$ cat config.mk
export PLATFORM = sky130hd
export DESIGN_NAME = midi_host_io_port
export DESIGN_NICKNAME = d
export VERILOG_FILES = /design/src/rtl/midi_host_io_port_pkg.sv /design/src/rtl/midi_host_io_port.sv
export SDC_FILE = /design/constraint.sdc
export NUM_CORES = 1
export LEC_CHECK = 0
export BUFFER_PORTS_ARGS = -buffer_cell sky130_fd_sc_hd__buf_4
export CAP_MARGIN = 20
export CORE_AREA = 2 2 61 63
export DETAILED_ROUTE_END_ITERATION = 12
export DIE_AREA = 0 0 63 65
export GPL_ROUTABILITY_DRIVEN = 0
export PLACE_DENSITY = 0.85
export SYNTH_ARGS = -nofsm -noshare
export SYNTH_HDL_FRONTEND = slang
export SYNTH_SLANG_ARGS = --single-unit
$ cat constraint.sdc
create_clock -name mclk_i -period 3.25 [get_ports mclk_i]
set_clock_uncertainty 0.2 [all_clocks]
set_input_delay 0.325 -clock mclk_i [delete_from_list [all_inputs] [get_ports mclk_i]]
set_output_delay 0.325 -clock mclk_i [all_outputs]
set_load 0.005 [all_outputs]
$ cat src/rtl/midi_host_io_port_pkg.sv
/*
 * Package for the host parallel I/O port: widths, decode defaults and the
 * packed carriers that move host cycle information and port state around.
 * Assumes a single 10 MHz clock domain; nothing here holds logic.
 */
package midi_host_io_port_pkg;

   // ------------------------------------------------------------------
   // Widths and defaults
   // ------------------------------------------------------------------
   localparam int          HOST_ADDR_W      = 10;
   localparam int          HOST_DATA_W      = 8;
   localparam int          PORT_ADDR_SPAN_W = 1;
   // Two-register port; the default base is arbitrary and is set per board.
   localparam logic [9:0]  PORT_BASE_DEF    = 10'h300;
   localparam logic [7:0]  DATA_RESET       = 8'h00;
   localparam logic        IRQ_RESET        = 1'b0;
   localparam logic        BUF_EN_N_RESET   = 1'b1;
   localparam logic        STROBE_IDLE      = 1'b1;

   // ------------------------------------------------------------------
   // Carriers
   // ------------------------------------------------------------------
   typedef struct packed {
      logic [HOST_ADDR_W-1:0] addr;
      logic                   addr_enable_n;
      logic                   select_n;
      logic                   rd_n;
      logic                   wr_n;
      logic [HOST_DATA_W-1:0] data;
   } host_cycle_s;

   typedef struct packed {
      logic                   wr_n_q;
      logic                   sel_q;
      logic [PORT_ADDR_SPAN_W-1:0] reg_q;
      logic [HOST_DATA_W-1:0] data_q;
      logic [HOST_DATA_W-1:0] rd_data;
      logic                   rd_oe;
      logic                   buf_en_n;
      logic                   irq;
      logic                   wr_pulse;
      logic [PORT_ADDR_SPAN_W-1:0] wr_reg;
      logic [HOST_DATA_W-1:0] wr_data;
      logic                   rd_pulse;
      logic [PORT_ADDR_SPAN_W-1:0] rd_reg;
      logic                   rd_n_q;
      logic                   strap;
      logic                   strap_valid;
      logic                   host_reset;
   } port_state_s;

endpackage : midi_host_io_port_pkg

$ cat src/rtl/midi_host_io_port.sv
/*
 * Host parallel I/O port of the MIDI interface emulation: address decode,
 * external select, strobes, data bus drive, buffer enable, host reset
 * polarity and interrupt. Assumes the host pins are synchronous to mclk_i
 * and that the register core behind the port answers reads combinationally.
 * Every output is registered, so each answer lags its cause by one clock.
 */
`timescale 1ns/10ps
module midi_host_io_port
   import midi_host_io_port_pkg::*;
#(
   parameter logic [HOST_ADDR_W-1:0] PORT_BASE = PORT_BASE_DEF
)
(
   input  wire logic                         mclk_i,                    // 10 MHz clock
   input  wire logic                         reset_n_i,                 // async reset, low
   input  wire logic [HOST_ADDR_W-1:0]       host_addr_in_i,            // host address
   input  wire logic                         host_addr_enable_n_i,      // address enable, low
   input  wire logic                         ext_select_n_i,            // external select, low
   input  wire logic                         host_io_read_n_i,          // read enable, low
   input  wire logic                         host_io_write_n_i,         // write strobe, low
   input  wire logic [HOST_DATA_W-1:0]       host_data_bus_i,           // data bus in
   output logic      [HOST_DATA_W-1:0]       host_data_bus_o,           // data bus out
   output logic                              host_data_bus_oe_o,        // data bus drive, high
   output logic                              data_buffer_enable_n_o,    // buffer enable, low
   input  wire logic                         host_reset_in_i,           // host reset pin
   input  wire logic                         host_reset_polarity_strap_i, // reset polarity strap
   output logic                              host_reset_o,              // host reset, high
   input  wire logic                         port_irq_req_i,            // core irq request
   output logic                              host_irq_out_o,            // host irq, high
   input  wire logic [HOST_DATA_W-1:0]       core_rd_data_i,            // core read data
   output logic                              core_wr_o,                 // write pulse
   output logic      [PORT_ADDR_SPAN_W-1:0]  core_wr_reg_o,             // written register
   output logic      [HOST_DATA_W-1:0]       core_wr_data_o,            // written data
   output logic                              core_rd_o,                 // read start pulse
   output logic      [PORT_ADDR_SPAN_W-1:0]  core_rd_reg_o              // read register
);

   // ------------------------------------------------------------------
   // Elaboration checks
   // ------------------------------------------------------------------
   if (PORT_BASE[PORT_ADDR_SPAN_W-1:0] != '0)
   begin : g_base_check
      $error("PORT_BASE must be aligned to the port span");
   end

   if (PORT_ADDR_SPAN_W < 1 || PORT_ADDR_SPAN_W >= HOST_ADDR_W)
   begin : g_span_check
      $error("Port span must leave address bits to decode");
   end

   // ------------------------------------------------------------------
   // Decode
   // ------------------------------------------------------------------
   host_cycle_s cyc;
   port_state_s st;
   port_state_s next_st;
   logic        addr_hit;
   logic        selected;
   logic        host_reset_act;
   logic        strap_now;
   logic        rd_active;
   logic        access_active;

   assign cyc = '{addr:          host_addr_in_i,
                  addr_enable_n: host_addr_enable_n_i,
                  select_n:      ext_select_n_i,
                  rd_n:          host_io_read_n_i,
                  wr_n:          host_io_write_n_i,
                  data:          host_data_bus_i};

   // Only the low ten address bits take part; upper bits never reach us.
   assign addr_hit = (cyc.addr[HOST_ADDR_W-1:PORT_ADDR_SPAN_W] ==
                      PORT_BASE[HOST_ADDR_W-1:PORT_ADDR_SPAN_W]);

   // The external select stands in for the address match only, so it works
   // with the address pins grounded. A high address enable marks a cycle
   // meant for someone else and blocks both ways of selection.
   assign selected = !cyc.addr_enable_n
                     && (addr_hit || !cyc.select_n);

   // ------------------------------------------------------------------
   // Access qualifiers
   // ------------------------------------------------------------------
   assign rd_active     = selected && !cyc.rd_n;
   assign access_active = selected && !(cyc.rd_n && cyc.wr_n);

   // ------------------------------------------------------------------
   // Host reset polarity
   // ------------------------------------------------------------------
   // Polarity follows the live strap until it has been caught after reset,
   // so a host reset that is already asserted at power up is not missed.
   assign strap_now      = st.strap_valid ? st.strap : host_reset_polarity_strap_i;
   assign host_reset_act = strap_now ? host_reset_in_i : !host_reset_in_i;

   // ------------------------------------------------------------------
   // Next state
   // ------------------------------------------------------------------
   always_comb
   begin
      next_st          = st;

      // --------------------------------------------------------------
      // Strobe history and strap capture
      // --------------------------------------------------------------
      next_st.wr_n_q   = cyc.wr_n;
      next_st.rd_n_q   = cyc.rd_n;
      next_st.wr_pulse = 1'b0;
      next_st.rd_pulse = 1'b0;
      next_st.strap_valid = 1'b1;
      if (!st.strap_valid)
      begin
         next_st.strap = host_reset_polarity_strap_i;
      end

      // --------------------------------------------------------------
      // Write capture
      // --------------------------------------------------------------
      // Selection and data are sampled while the strobe is low, so that a
      // select which drops together with the strobe still counts.
      if (!cyc.wr_n)
      begin
         next_st.sel_q  = selected;
         next_st.reg_q  = cyc.addr[PORT_ADDR_SPAN_W-1:0];
         next_st.data_q = cyc.data;
      end
      // The core sees one pulse per host write, one cycle after the strobe
      // has been seen high again, however long the strobe was held low.
      if (cyc.wr_n && !st.wr_n_q && st.sel_q)
      begin
         next_st.wr_pulse = 1'b1;
         next_st.wr_reg   = st.reg_q;
         next_st.wr_data  = st.data_q;
         next_st.sel_q    = 1'b0;
      end

      // --------------------------------------------------------------
      // Read start
      // --------------------------------------------------------------
      // Only the first low cycle counts, so a core that pops a queue on a
      // read loses one entry per host read, not one per cycle.
      if (!cyc.rd_n && st.rd_n_q && rd_active)
      begin
         next_st.rd_pulse = 1'b1;
         next_st.rd_reg   = cyc.addr[PORT_ADDR_SPAN_W-1:0];
      end

      // --------------------------------------------------------------
      // Bus drive, buffer enable and interrupt
      // --------------------------------------------------------------
      next_st.rd_oe      = rd_active;
      next_st.rd_data    = DATA_RESET;
      if (rd_active)
      begin
         next_st.rd_data = core_rd_data_i;
      end
      next_st.buf_en_n   = !access_active;
      next_st.irq        = port_irq_req_i;
      next_st.host_reset = host_reset_act;

      // --------------------------------------------------------------
      // Host reset
      // --------------------------------------------------------------
      // A host reset drops any access in flight. The caught strap is kept,
      // so the polarity cannot turn while a host reset is running.
      if (host_reset_act)
      begin
         next_st.sel_q    = 1'b0;
         next_st.rd_data  = DATA_RESET;
         next_st.wr_pulse = 1'b0;
         next_st.rd_pulse = 1'b0;
         next_st.rd_oe    = 1'b0;
         next_st.buf_en_n = BUF_EN_N_RESET;
         next_st.irq      = IRQ_RESET;
      end
   end

   // ------------------------------------------------------------------
   // State register
   // ------------------------------------------------------------------
   // The strobe history resets to the idle level, so that the release of
   // reset can never look like the end of a write; a read strobe held low across it counts as a read start.
   always_ff @(posedge mclk_i or negedge reset_n_i)
   begin
      if (!reset_n_i)
      begin
         st <= '{wr_n_q: STROBE_IDLE, rd_n_q: STROBE_IDLE, buf_en_n: BUF_EN_N_RESET,
                 irq: IRQ_RESET, default: '0};
      end
      else
      begin
         st <= next_st;
      end
   end

   // ------------------------------------------------------------------
   // Outputs
   // ------------------------------------------------------------------
   assign host_data_bus_o        = st.rd_data;
   assign host_data_bus_oe_o     = st.rd_oe;
   assign data_buffer_enable_n_o = st.buf_en_n;
   assign host_irq_out_o         = st.irq;
   assign host_reset_o           = st.host_reset;
   assign core_wr_o              = st.wr_pulse;
   assign core_wr_reg_o          = st.wr_reg;
   assign core_wr_data_o         = st.wr_data;
   assign core_rd_o              = st.rd_pulse;
   assign core_rd_reg_o          = st.rd_reg;

endmodule : midi_host_io_port

==> results of run 1 <==
## registers in the layout, summed over array words and instances (netlist names)
register / cells
core_wr_reg_o: 1
core_rd_reg_o: 1
core_wr_data_o: 8
host_data_bus_o: 8
data_buffer_enable_n_o: 1
core_rd_o: 1
st: 14
core_wr_o: 1
host_reset_o: 1
host_data_bus_oe_o: 1
host_irq_out_o: 1
## cell usage after synthesis, types with 2 or more instances
cell type and n:
buf_2 2, buf_4 16, buf_6 2, dfrtp_1 35, dfstp_2 3, inv_1 2
mux2_1 9, mux2_2 9, nor2_1 4, nor3_1 2, nor4b_1 2, nor4b_2 7
## power by group through the flow
stage	clock network (mW)	registers [mW]	logic, mW
3_3_place_gp	0	0.577	0.206
2_1_floorplan	0	0.572	0.142
5_1_grt	0.287	0.580	0.235
4_1_cts	0.263	0.573	0.217
3_5_place_dp	0	0.583	0.213
6_report	0.254	0.573	0.217
## path summary, 6_finish.rpt
| check | startpoint | end | slack (ns) | cells past startpoint |
|---|---|---|---|---|
| worst min-delay path | host_data_bus_i[7] | st[34] | 0.02 | 2 |
| worst max-delay path | host_io_write_n_i | core_wr_data_o[3] | 1.34 | 4 |
| worst max register to register | st[1] | core_rd_o | 1.45 | 3 |
| max in group asynchronous | reset_n_i | data_buffer_enable_n_o | 2.23 | 2 |
| worst min register to register | st[28] | core_wr_data_o[1] | 0.29 | 1 |
| min in group asynchronous | reset_n_i | core_wr_data_o[1] | 0.27 | 2 |
## per-layer routing
layer,vias up,share of wire,GRT usage
met5,-,0,0
met4,0,0.0096,0.0583
met3,2,0.054,0.0538
met2,29,0.54,0.261
met1,517,0.39,0.168
li1,487,-,-
## timing repair
action | 4_1_cts | 5_1_grt
setup endpoints to repair | 0 | 0
hold endpoints to repair | 38 | 3
hold buffers | 4 | 3
## area by class of cell
class,instances,area share
timing repair buffer,66,0.242
sequential,38,0.450
multi-input combinational,52,0.246
clock inverter,2,0.00590
inverter,2,0.00354
tap,48,0.0283
clock buffer,6,0.0242
## critical path, stage by stage
cell and delay, ns:
dlygate4sd3_1 0.52, buf_4 0.21, nand3b_1 0.41, mux2_1 0.46
## logic make-up after synthesis
group / Yosys count
DFF: 38
and+or+nand+nor: 24
buffers and inverters: 23
muxes: 19
AOI/OAI and AO/OA: 7
xor gates and xnor gates: 1
other: 1
==> reports/summary.txt, run 1 <==
DP Area - 0.00198 mm²
# resized after CTS - 0
Sum Neg Setup Slack - 0 ns
Placed insts - 198
XOR/XNOR Fraction of Synth Area - 0.00992
# setup viols final - 0
Largest net degree at the start of global routing - 39
Sw Share - 0.254
Overflow after GRT - 0
CTS root buf - clkbuf_4
Iteration-0 DRC Markers - 21
Psw - 0.265 mW
Synth Area in Simple Gates - 0.137
Ys flop type - dfrtp_1
Worst hold path class - primary input to register
# DRC - 0
Initial core utilization - 0.469
Via density - 4.84
Fmax - 0.522 GHz
RSZ-0062 raised after global routing - false
DIE WIDTH - 63 µm
Worst hold margin - 0.0172 ns
Synth Net Count - 148
Post-route cell area - 0.00212 mm²
Tightest Pin Transition - 0.775 ns
Fin crit share - 0.589
Max Cap Viol - 0
Clk pwr share - 0.243
EDFF count, synth - 0
Final wirelength - 2900 µm
I/O Buffers - 58
Core area - 0.00350 mm²
Post-layout util - 0.606
CTS tree - built
Max-slew violation count - 0
Total chip power - 1.04 mW
DR vias - 1035
Synth-to-Final Area Change - 29.3%
Outcome - finished, final reports clean
Seq. cell area - 955 µm²
CTS buffer count - 5
Internal - 0.779 mW
Setup Fix Bufs, Post-CTS - 0
Clk sinks - 38
Yosys top cell area share - 0.534
Antenna violations before repair - 0
WP data arrival - 1.93 ns
Post-DP HPWL - 2130 µm
P_leak - 0.989 nW
Most common cell after layout, fill and taps aside - buf_4
Final hold viol count - 0
Synth top area cells - dfrtp_1, buf_4, nor4b_2
Synth Cell Area - 0.00164 mm²
Tmin final - 1.91 ns
Sequential share of power - 0.549
Main combinational cell family by area after synthesis - simple AND/OR/NAND/NOR gates
Layout cells sized above 1 - 0.548
NumNets Final - 200
Worst slew margin - 0.483
Peak VDD IR - 0.260 mV
Adder-Cell Fraction of Synth Area - 0
Mux cell area share after synthesis - 0.132
Area occupied by multi-input gates - 520 µm²
DRT Pass-1 Iters - 4
Comb power frac - 0.208
Synth Register Bits - 38
Cells after synthesis - 113
Largest area contributor in the netlist - dfrtp_1
First-pass GRT wire length - 4670 µm
Worst-path clk slew - 0.11 ns
Die ar. - 0.00410 mm²
FP Rows - 22
Worst-skew pair later-pin latency - 0.33 ns
Post-Layout Cell Count - 214
Worst-path fanout max - 14
All-Layer GR Usage - 0.150
Pre-CTS setup slack - 1.08 ns
Compound-Gate Fraction of Synth Area - 0.0359
WL per Instance - 13.6 µm
Top Ports - 59
Clock Path Buffers - 2
Diode count - 0
Die Span Y - 65 µm
Power per cell area - 492 mW/mm²
Routed Antenna Nets - 0
Async S/R FF share, synth - 1.00
Critical Path RT - 3.27 ns
Vias in the first global route - 1066
H-tree depth - 2
Worst setup EP type - register
Layout fillers - 274
Commonest cells after routing, fill and taps aside - buf_4, dfrtp_1, mux2_2, mux2_1
Post-synth cell types - 32
CP startpoint kind - primary input
Kind of critical path - primary input to register
Setup slack after layout - 1.34 ns
Post-synthesis sequential area ratio - 0.582
Syn_area_per_cell - 14.5 µm²
Syn. warnings - 0
Power figures use the tool's default switching activity.
==> inputs of run 2 (changes only) <==
Settings changed: CORE_AREA 2 2 61 63 to 2 2 62 64, DIE_AREA 0 0 63 65 to 0 0 64 66, PLACE_DENSITY 0.85 to 0.82.
Clock period 3.25 ns to 1.92 ns, I/O delays scaled along.
==> run 2 against run 1 <==
Via count rose by 9.9%. Flip-flop and latch count did not move. Combinational power rose by 86%. Setup slack got worse by 1.3 ns. Critical endpoint is now core_rd_reg_o.
==> reports/summary.txt, run 2 (synthesis results as in run 1) <==
Commonest cells after routing, fill and taps aside - buf_4, dfrtp_1, dlygate4sd3_1
Overflow after GRT - 0 (unchanged)
NumNets Final - 220 (+10%)
Diode count - 0 (unchanged)
Outcome - finished, final reports clean
# setup viols final - 0 (unchanged)
Kind of critical path - primary input to register
Top Ports - 59 (unchanged)
CTS buffer count - 5 (unchanged)
H-tree depth - 2 (unchanged)
FP Rows - 22 (unchanged)
Post-DP HPWL - 2230 µm (+4.3%)
Max-slew violation count - 0 (unchanged)
Via density - 4.86 (+0.47%)
Antenna violations before repair - 0 (unchanged)
Final wirelength - 3270 µm (+13%)
Fin crit share - 0.958
CTS tree - built
Comb power frac - 0.225 (+0.017)
CP startpoint kind - primary input
Die Span Y - 66 µm (+1.5%)
Worst hold path class - primary input to register
Worst setup EP type - register
Vias in the first global route - 1190 (+12%)
Iteration-0 DRC Markers - 24 (+14%)
First-pass GRT wire length - 5350 µm (+14%)
Worst R2R Setup Slack - 0.31 ns (-1.14 ns)
Die ar. - 0.00422 mm² (+3.2%)
Worst hold margin - 0.0322 ns (+0.0150 ns)
Most common cell after layout, fill and taps aside - buf_4
Critical Path RT - 2.00 ns (-1.27 ns)
Peak VDD IR - 0.549 mV (+110%)
Setup slack after layout - 0.0800 ns (-1.26 ns)
I/O Buffers - 58 (unchanged)
Worst-skew pair later-pin latency - 0.33 ns (about the same)
Max reg flops - 14 (unchanged)
Clk pwr share - 0.234 (-0.009)
Sw Share - 0.250 (-0.00399)
Biggest register - st
Placed insts - 200 (+1.0%)
Clock Path Buffers - 2 (unchanged)
Initial core utilization - 0.462 (-0.00727)
CTS root buf - clkbuf_4
Routed Antenna Nets - 0 (unchanged)
Tmin final - 1.84 ns
Pre-CTS setup slack - 0.271 ns (-0.812 ns)
# resized after CTS - 0 (unchanged)
Largest net degree at the start of global routing - 39 (unchanged)
Power per cell area - 777 mW/mm² (+58%)
DIE WIDTH - 64 µm (+1.6%)
Setup Fix Bufs, Post-CTS - 0 (unchanged)
Sum Neg Setup Slack - 0 ns (unchanged)
P_leak - 1.08 nW (+9.0%)
WL per Instance - 14.0 µm (+3.0%)
Clk sinks - 38 (unchanged)
RSZ-0062 raised after global routing - false
Final hold viol count - 0 (unchanged)
Post-Layout Cell Count - 234 (+9.3%)
Worst-path fanout max - 3 (-11)
All-Layer GR Usage - 0.172 (+0.0218)
DR vias - 1137 (+9.9%)
Layout fillers - 260 (-5.1%)
Synth-to-Final Area Change - 41.1%
Layout cells sized above 1 - 0.489 (-0.0589)
Max Cap Viol - 0 (unchanged)
# DRC - 0 (unchanged)
Sequential share of power - 0.542 (-0.007)
DRT Pass-1 Iters - 4 (unchanged)
Worst-path clk slew - 0.10 ns (about the same)
Psw - 0.449 mW (+69%)
Internal - 1.35 mW (+73%)
Core area - 0.00355 mm² (+1.6%)
Fmax - 0.543 GHz
WP data arrival - 1.92 ns (about the same)
run 2: cell types whose count changed in the layout (fill, tap and decap cells not counted), sizes merged:
cell	change
buf	+1
clkinvlp	-1
dlygate4sd3	+19
clkbuf	+1
run 2: through the flow:
stage | utilization | cell area [µm²] | total power, mW
6_report | 0.652 | 2310 | 1.80
5_1_grt | 0.652 | 2310 | 1.90
4_1_cts | 0.652 | 2310 | 1.82
3_5_place_dp | 0.561 | 1990 | 1.36
3_3_place_gp | 0.561 | 1990 | 1.34
2_1_floorplan | - | 1640 | 1.21
run 2: power by group through the flow:
stage	registers (mW)	clock network, mW	logic (mW)
final	0.973	0.420	0.404
after global routing	0.988	0.475	0.436
after global placement	0.982	0	0.354
after floorplan	0.968	0	0.241
after CTS	0.975	0.437	0.411
after detailed placement	0.991	0	0.369
run 2: critical path, cell delays in order:
cell and delay [ns]:
dlygate4sd3_1 0.53, buf_4 0.14, nor4_2 0.24, dlygate4sd3_1 0.61, nand4_1 0.11, nand3_1 0.08
run 2: final timing paths:
check | cells past startpoint | startpoint | endpoint
worst min register to register | 1 | st[33] | core_wr_data_o[6]
max in group asynchronous | 2 | reset_n_i | st[3]
worst min-delay path | 4 | host_addr_in_i[4] | core_rd_reg_o
min in group asynchronous | 2 | reset_n_i | core_wr_data_o[0]
worst max-delay path | 6 | host_addr_in_i[3] | core_rd_reg_o
worst max register to register | 2 | st[37] | core_wr_data_o[5]
run 2: area by class of cell:
cell class | count | area [µm²] | area share
Sequential cell | 38 | 955 | 0.413
Timing Repair Buffer | 86 | 711 | 0.307
Multi-Input combinational cell | 52 | 520 | 0.225
Tap cell | 48 | 60.1 | 0.0260
Clock buffer | 7 | 55.1 | 0.0238
Inverter | 2 | 7.51 | 0.00324
Clock inverter | 1 | 5.00 | 0.00216
run 2: per-layer routing:
metal  wire (µm)  vias to the layer above  global-route usage
li1            -                      525                   -
met5           0                        -                   0
met4          72                        0               0.117
met3         173                       10              0.0409
met1        1200                      557               0.189
met2        1820                       45               0.294
run 2: timing repair:
action / 4_1_cts / 5_1_grt
hold buffers: 26 / 0
hold endpoints to repair: 62 / 0
setup endpoints to repair: 0 / 0
==> inputs of run 3 (changes only) <==
Settings changed: ABC_AREA set to 1, CORE_AREA 2 2 62 64 to 2 2 61 63, DIE_AREA 0 0 64 66 to 0 0 63 65, PLACE_DENSITY 0.82 to 0.81.
==> run 3 against run 2 <==
Hold slack improved by 0.092 ns. Final cell count rose by 18%. Largest cell class unchanged. Maximum frequency rose by 1.6%. First-iteration DRC count rose to 3.0 times the previous value. Power rose by 8.3%. Register-to-register slack improved by 0.16 ns. Sequential power fell by 5.0%. Critical path type unchanged. Routed wire length fell by 5.2%. Die area fell by 3.1%. Critical path depth did not move.
==> reports/summary.txt, run 3 <==
Commonest cells after routing, fill and taps aside - buf_4, dfrtp_1, inv_1, nand2_1, dlygate4sd3_1
Worst R2R Path Depth - 4 (+2)
Biggest register - st
FP Rows - 22 (unchanged)
# DRC - 0 (unchanged)
Most common cell after layout, fill and taps aside - buf_4
Clock Path Buffers - 2 (unchanged)
Pre-CTS setup slack - 0.474 ns (+0.203 ns)
WL per Instance - 11.2 µm (-20%)
Worst R2R Start - st[1]
Layout cells sized above 1 - 0.328 (-0.162)
Yosys top cell area share - 0.573 (+0.0389)
Max reg flops - 14 (unchanged)
Syn_area_per_cell - 9.86 µm² (-32%)
Clk sinks - 38 (unchanged)
Synth top cells by count - dfrtp_1, inv_1, nand2_1
Fin crit share - 0.943 (-0.0150)
NumNets Final - 263 (+20%)
Tmin final - 1.81 ns (-0.0288 ns)
Fmax - 0.552 GHz (+1.6%)
CP startpoint kind - primary input
Synth-to-Final Area Change - 48.6%
Worst setup path end - st[36]
Max Cap Viol - 0 (unchanged)
Max-slew violation count - 0 (unchanged)
Worst R2R Setup Slack - 0.47 ns (+0.16 ns)
I/O Buffers - 58 (unchanged)
Iteration-0 DRC Markers - 73 (+200%)
CP startpoint - ext_select_n_i
Worst setup EP type - register
Power per cell area - 857 mW/mm² (+10%)
Post-synth cell types - 19 (-41%)
Die Span Y - 65 µm (-1.5%)
DIE WIDTH - 63 µm (-1.6%)
Initial core utilization - 0.437 (-0.0246)
Vias in the first global route - 1113 (-6.5%)
All-Layer GR Usage - 0.165 (-0.00694)
Routed Antenna Nets - 0 (unchanged)
Final hold viol count - 0 (unchanged)
H-tree depth - 2 (unchanged)
Worst-path clk slew - 0.11 ns (about the same)
EDFF count, synth - 0 (unchanged)
Setup slack after layout - 0.109 ns (+0.0288 ns)
FF-to-FF End - host_data_bus_o[4]
P_leak - 1.22 nW (+13%)
Setup Fix Bufs, Post-CTS - 0 (unchanged)
Final wirelength - 3100 µm (-5.2%)
Antenna violations before repair - 0 (unchanged)
Post-Layout Cell Count - 277 (+18%)
Overflow after GRT - 0 (unchanged)
Placed insts - 243 (+22%)
Sum Neg Setup Slack - 0 ns (unchanged)
CTS root buf - clkbuf_4
Core area - 0.00350 mm² (-1.6%)
Worst hold path class - primary input to register
Syn. warnings - 0 (unchanged)
Post-route cell area - 0.00227 mm² (-1.8%)
Peak VDD IR - 0.611 mV (+11%)
Synth Cell Area - 0.00153 mm² (-6.8%)
Cells after synthesis - 155 (+37%)
Synth Net Count - 190 (+28%)
RSZ-0062 raised after global routing - false
# setup viols final - 0 (unchanged)
Outcome - finished, final reports clean
Die ar. - 0.00410 mm² (-3.1%)
Async S/R FF share, synth - 1.00 (unchanged)
DP Area - 0.00190 mm² (-4.7%)
Worst-path fanout max - 3 (unchanged)
Total chip power - 1.95 mW (+8.3%)
DR vias - 1180 (+3.8%)
First-pass GRT wire length - 4980 µm (-6.8%)
Kind of critical path - primary input to register
WP data arrival - 1.88 ns (-0.04 ns)
Synth top area cells - dfrtp_1, buf_4, inv_1
Diode count - 0 (unchanged)
Largest net degree at the start of global routing - 39 (unchanged)
Top Ports - 59 (unchanged)
CTS buffer count - 5 (unchanged)
Most common cell in the netlist - dfrtp_1
Largest area contributor in the netlist - dfrtp_1
Worst-skew pair later-pin latency - 0.33 ns (about the same)
Ys flop type - dfrtp_1
CTS tree - built
Critical Path RT - 1.99 ns (about the same)
Post-DP HPWL - 1920 µm (-14%)
DRT Pass-1 Iters - 4 (unchanged)
Via density - 4.26 (-12%)
Synth Register Bits - 38 (unchanged)
Post-synthesis sequential area ratio - 0.625 (+0.0425)
-- run 3: cell families after synthesis --
group | count (synthesis) | share of synthesized area
other | 1 | 0.00245
DFF | 38 | 0.625
AOI/OAI and AO/OA | 22 | 0.0786
and+or+nand+nor | 47 | 0.131
buffers and inverters | 46 | 0.152
xor gates and xnor gates | 1 | 0.0106
-- run 3: per-stage QoR --
stage | hold WS [ns] | utilization
after CTS | 0.0999 | 0.650
final | 0.124 | 0.650
after global routing | 0.165 | 0.650
after global placement | -0.0203 | 0.543
after floorplan | -0.304 | -
after detailed placement | -0.0217 | 0.543
-- run 3: worst min path at each step --
stage	startpoint	end	slack [ns]	depth (start not counted)
after floorplan	reset_n_i	core_rd_o	-0.30	0
after global placement	reset_n_i	host_data_bus_o[4]	-0.02	1
after detailed placement	reset_n_i	core_rd_o	-0.02	1
after CTS	host_addr_in_i[3]	core_rd_o	0.1	8
after global routing	host_addr_in_i[3]	core_rd_o	0.16	8
final	host_addr_in_i[3]	core_rd_o	0.12	8
-- run 3: routing by layer --
metal  vias to the layer above  share of wire  global-route usage
met1                       533           0.39               0.169
li1                        600              -                   -
met2                        37           0.54               0.299
met3                        10          0.043              0.0330
met5                         -              0                   0
met4                         0          0.031               0.119
-- run 3: worst max-delay path, stage by stage --
cell           delay, ns
dlygate4sd3_1       0.54
buf_4               0.14
a21oi_2             0.21
dlygate4sd3_1       0.62
nand2_1             0.06
a21oi_1             0.12
-- run 3: layout make-up --
cell class                 instances  area [µm²]
clock inverter                     2        60.1
clock buffer                       6        51.3
timing repair buffer              85         703
inverter                          27         101
fill                             302        1220
tap                               48        60.1
sequential                        38         955
multi-input combinational         71         340
-- run 3: repair_timing --
| action | CTS | global route |
|---|---|---|
| gates resized for setup | 0 | 0 |
| hold endpoints to repair | 65 | 0 |
| hold buffers | 26 | 0 |
-- run 3: report_power, final --
group / internal, mW / switching, mW
combinational: 0.191 / 0.131
sequential: 0.886 / 0.0380
clock: 0.441 / 0.259
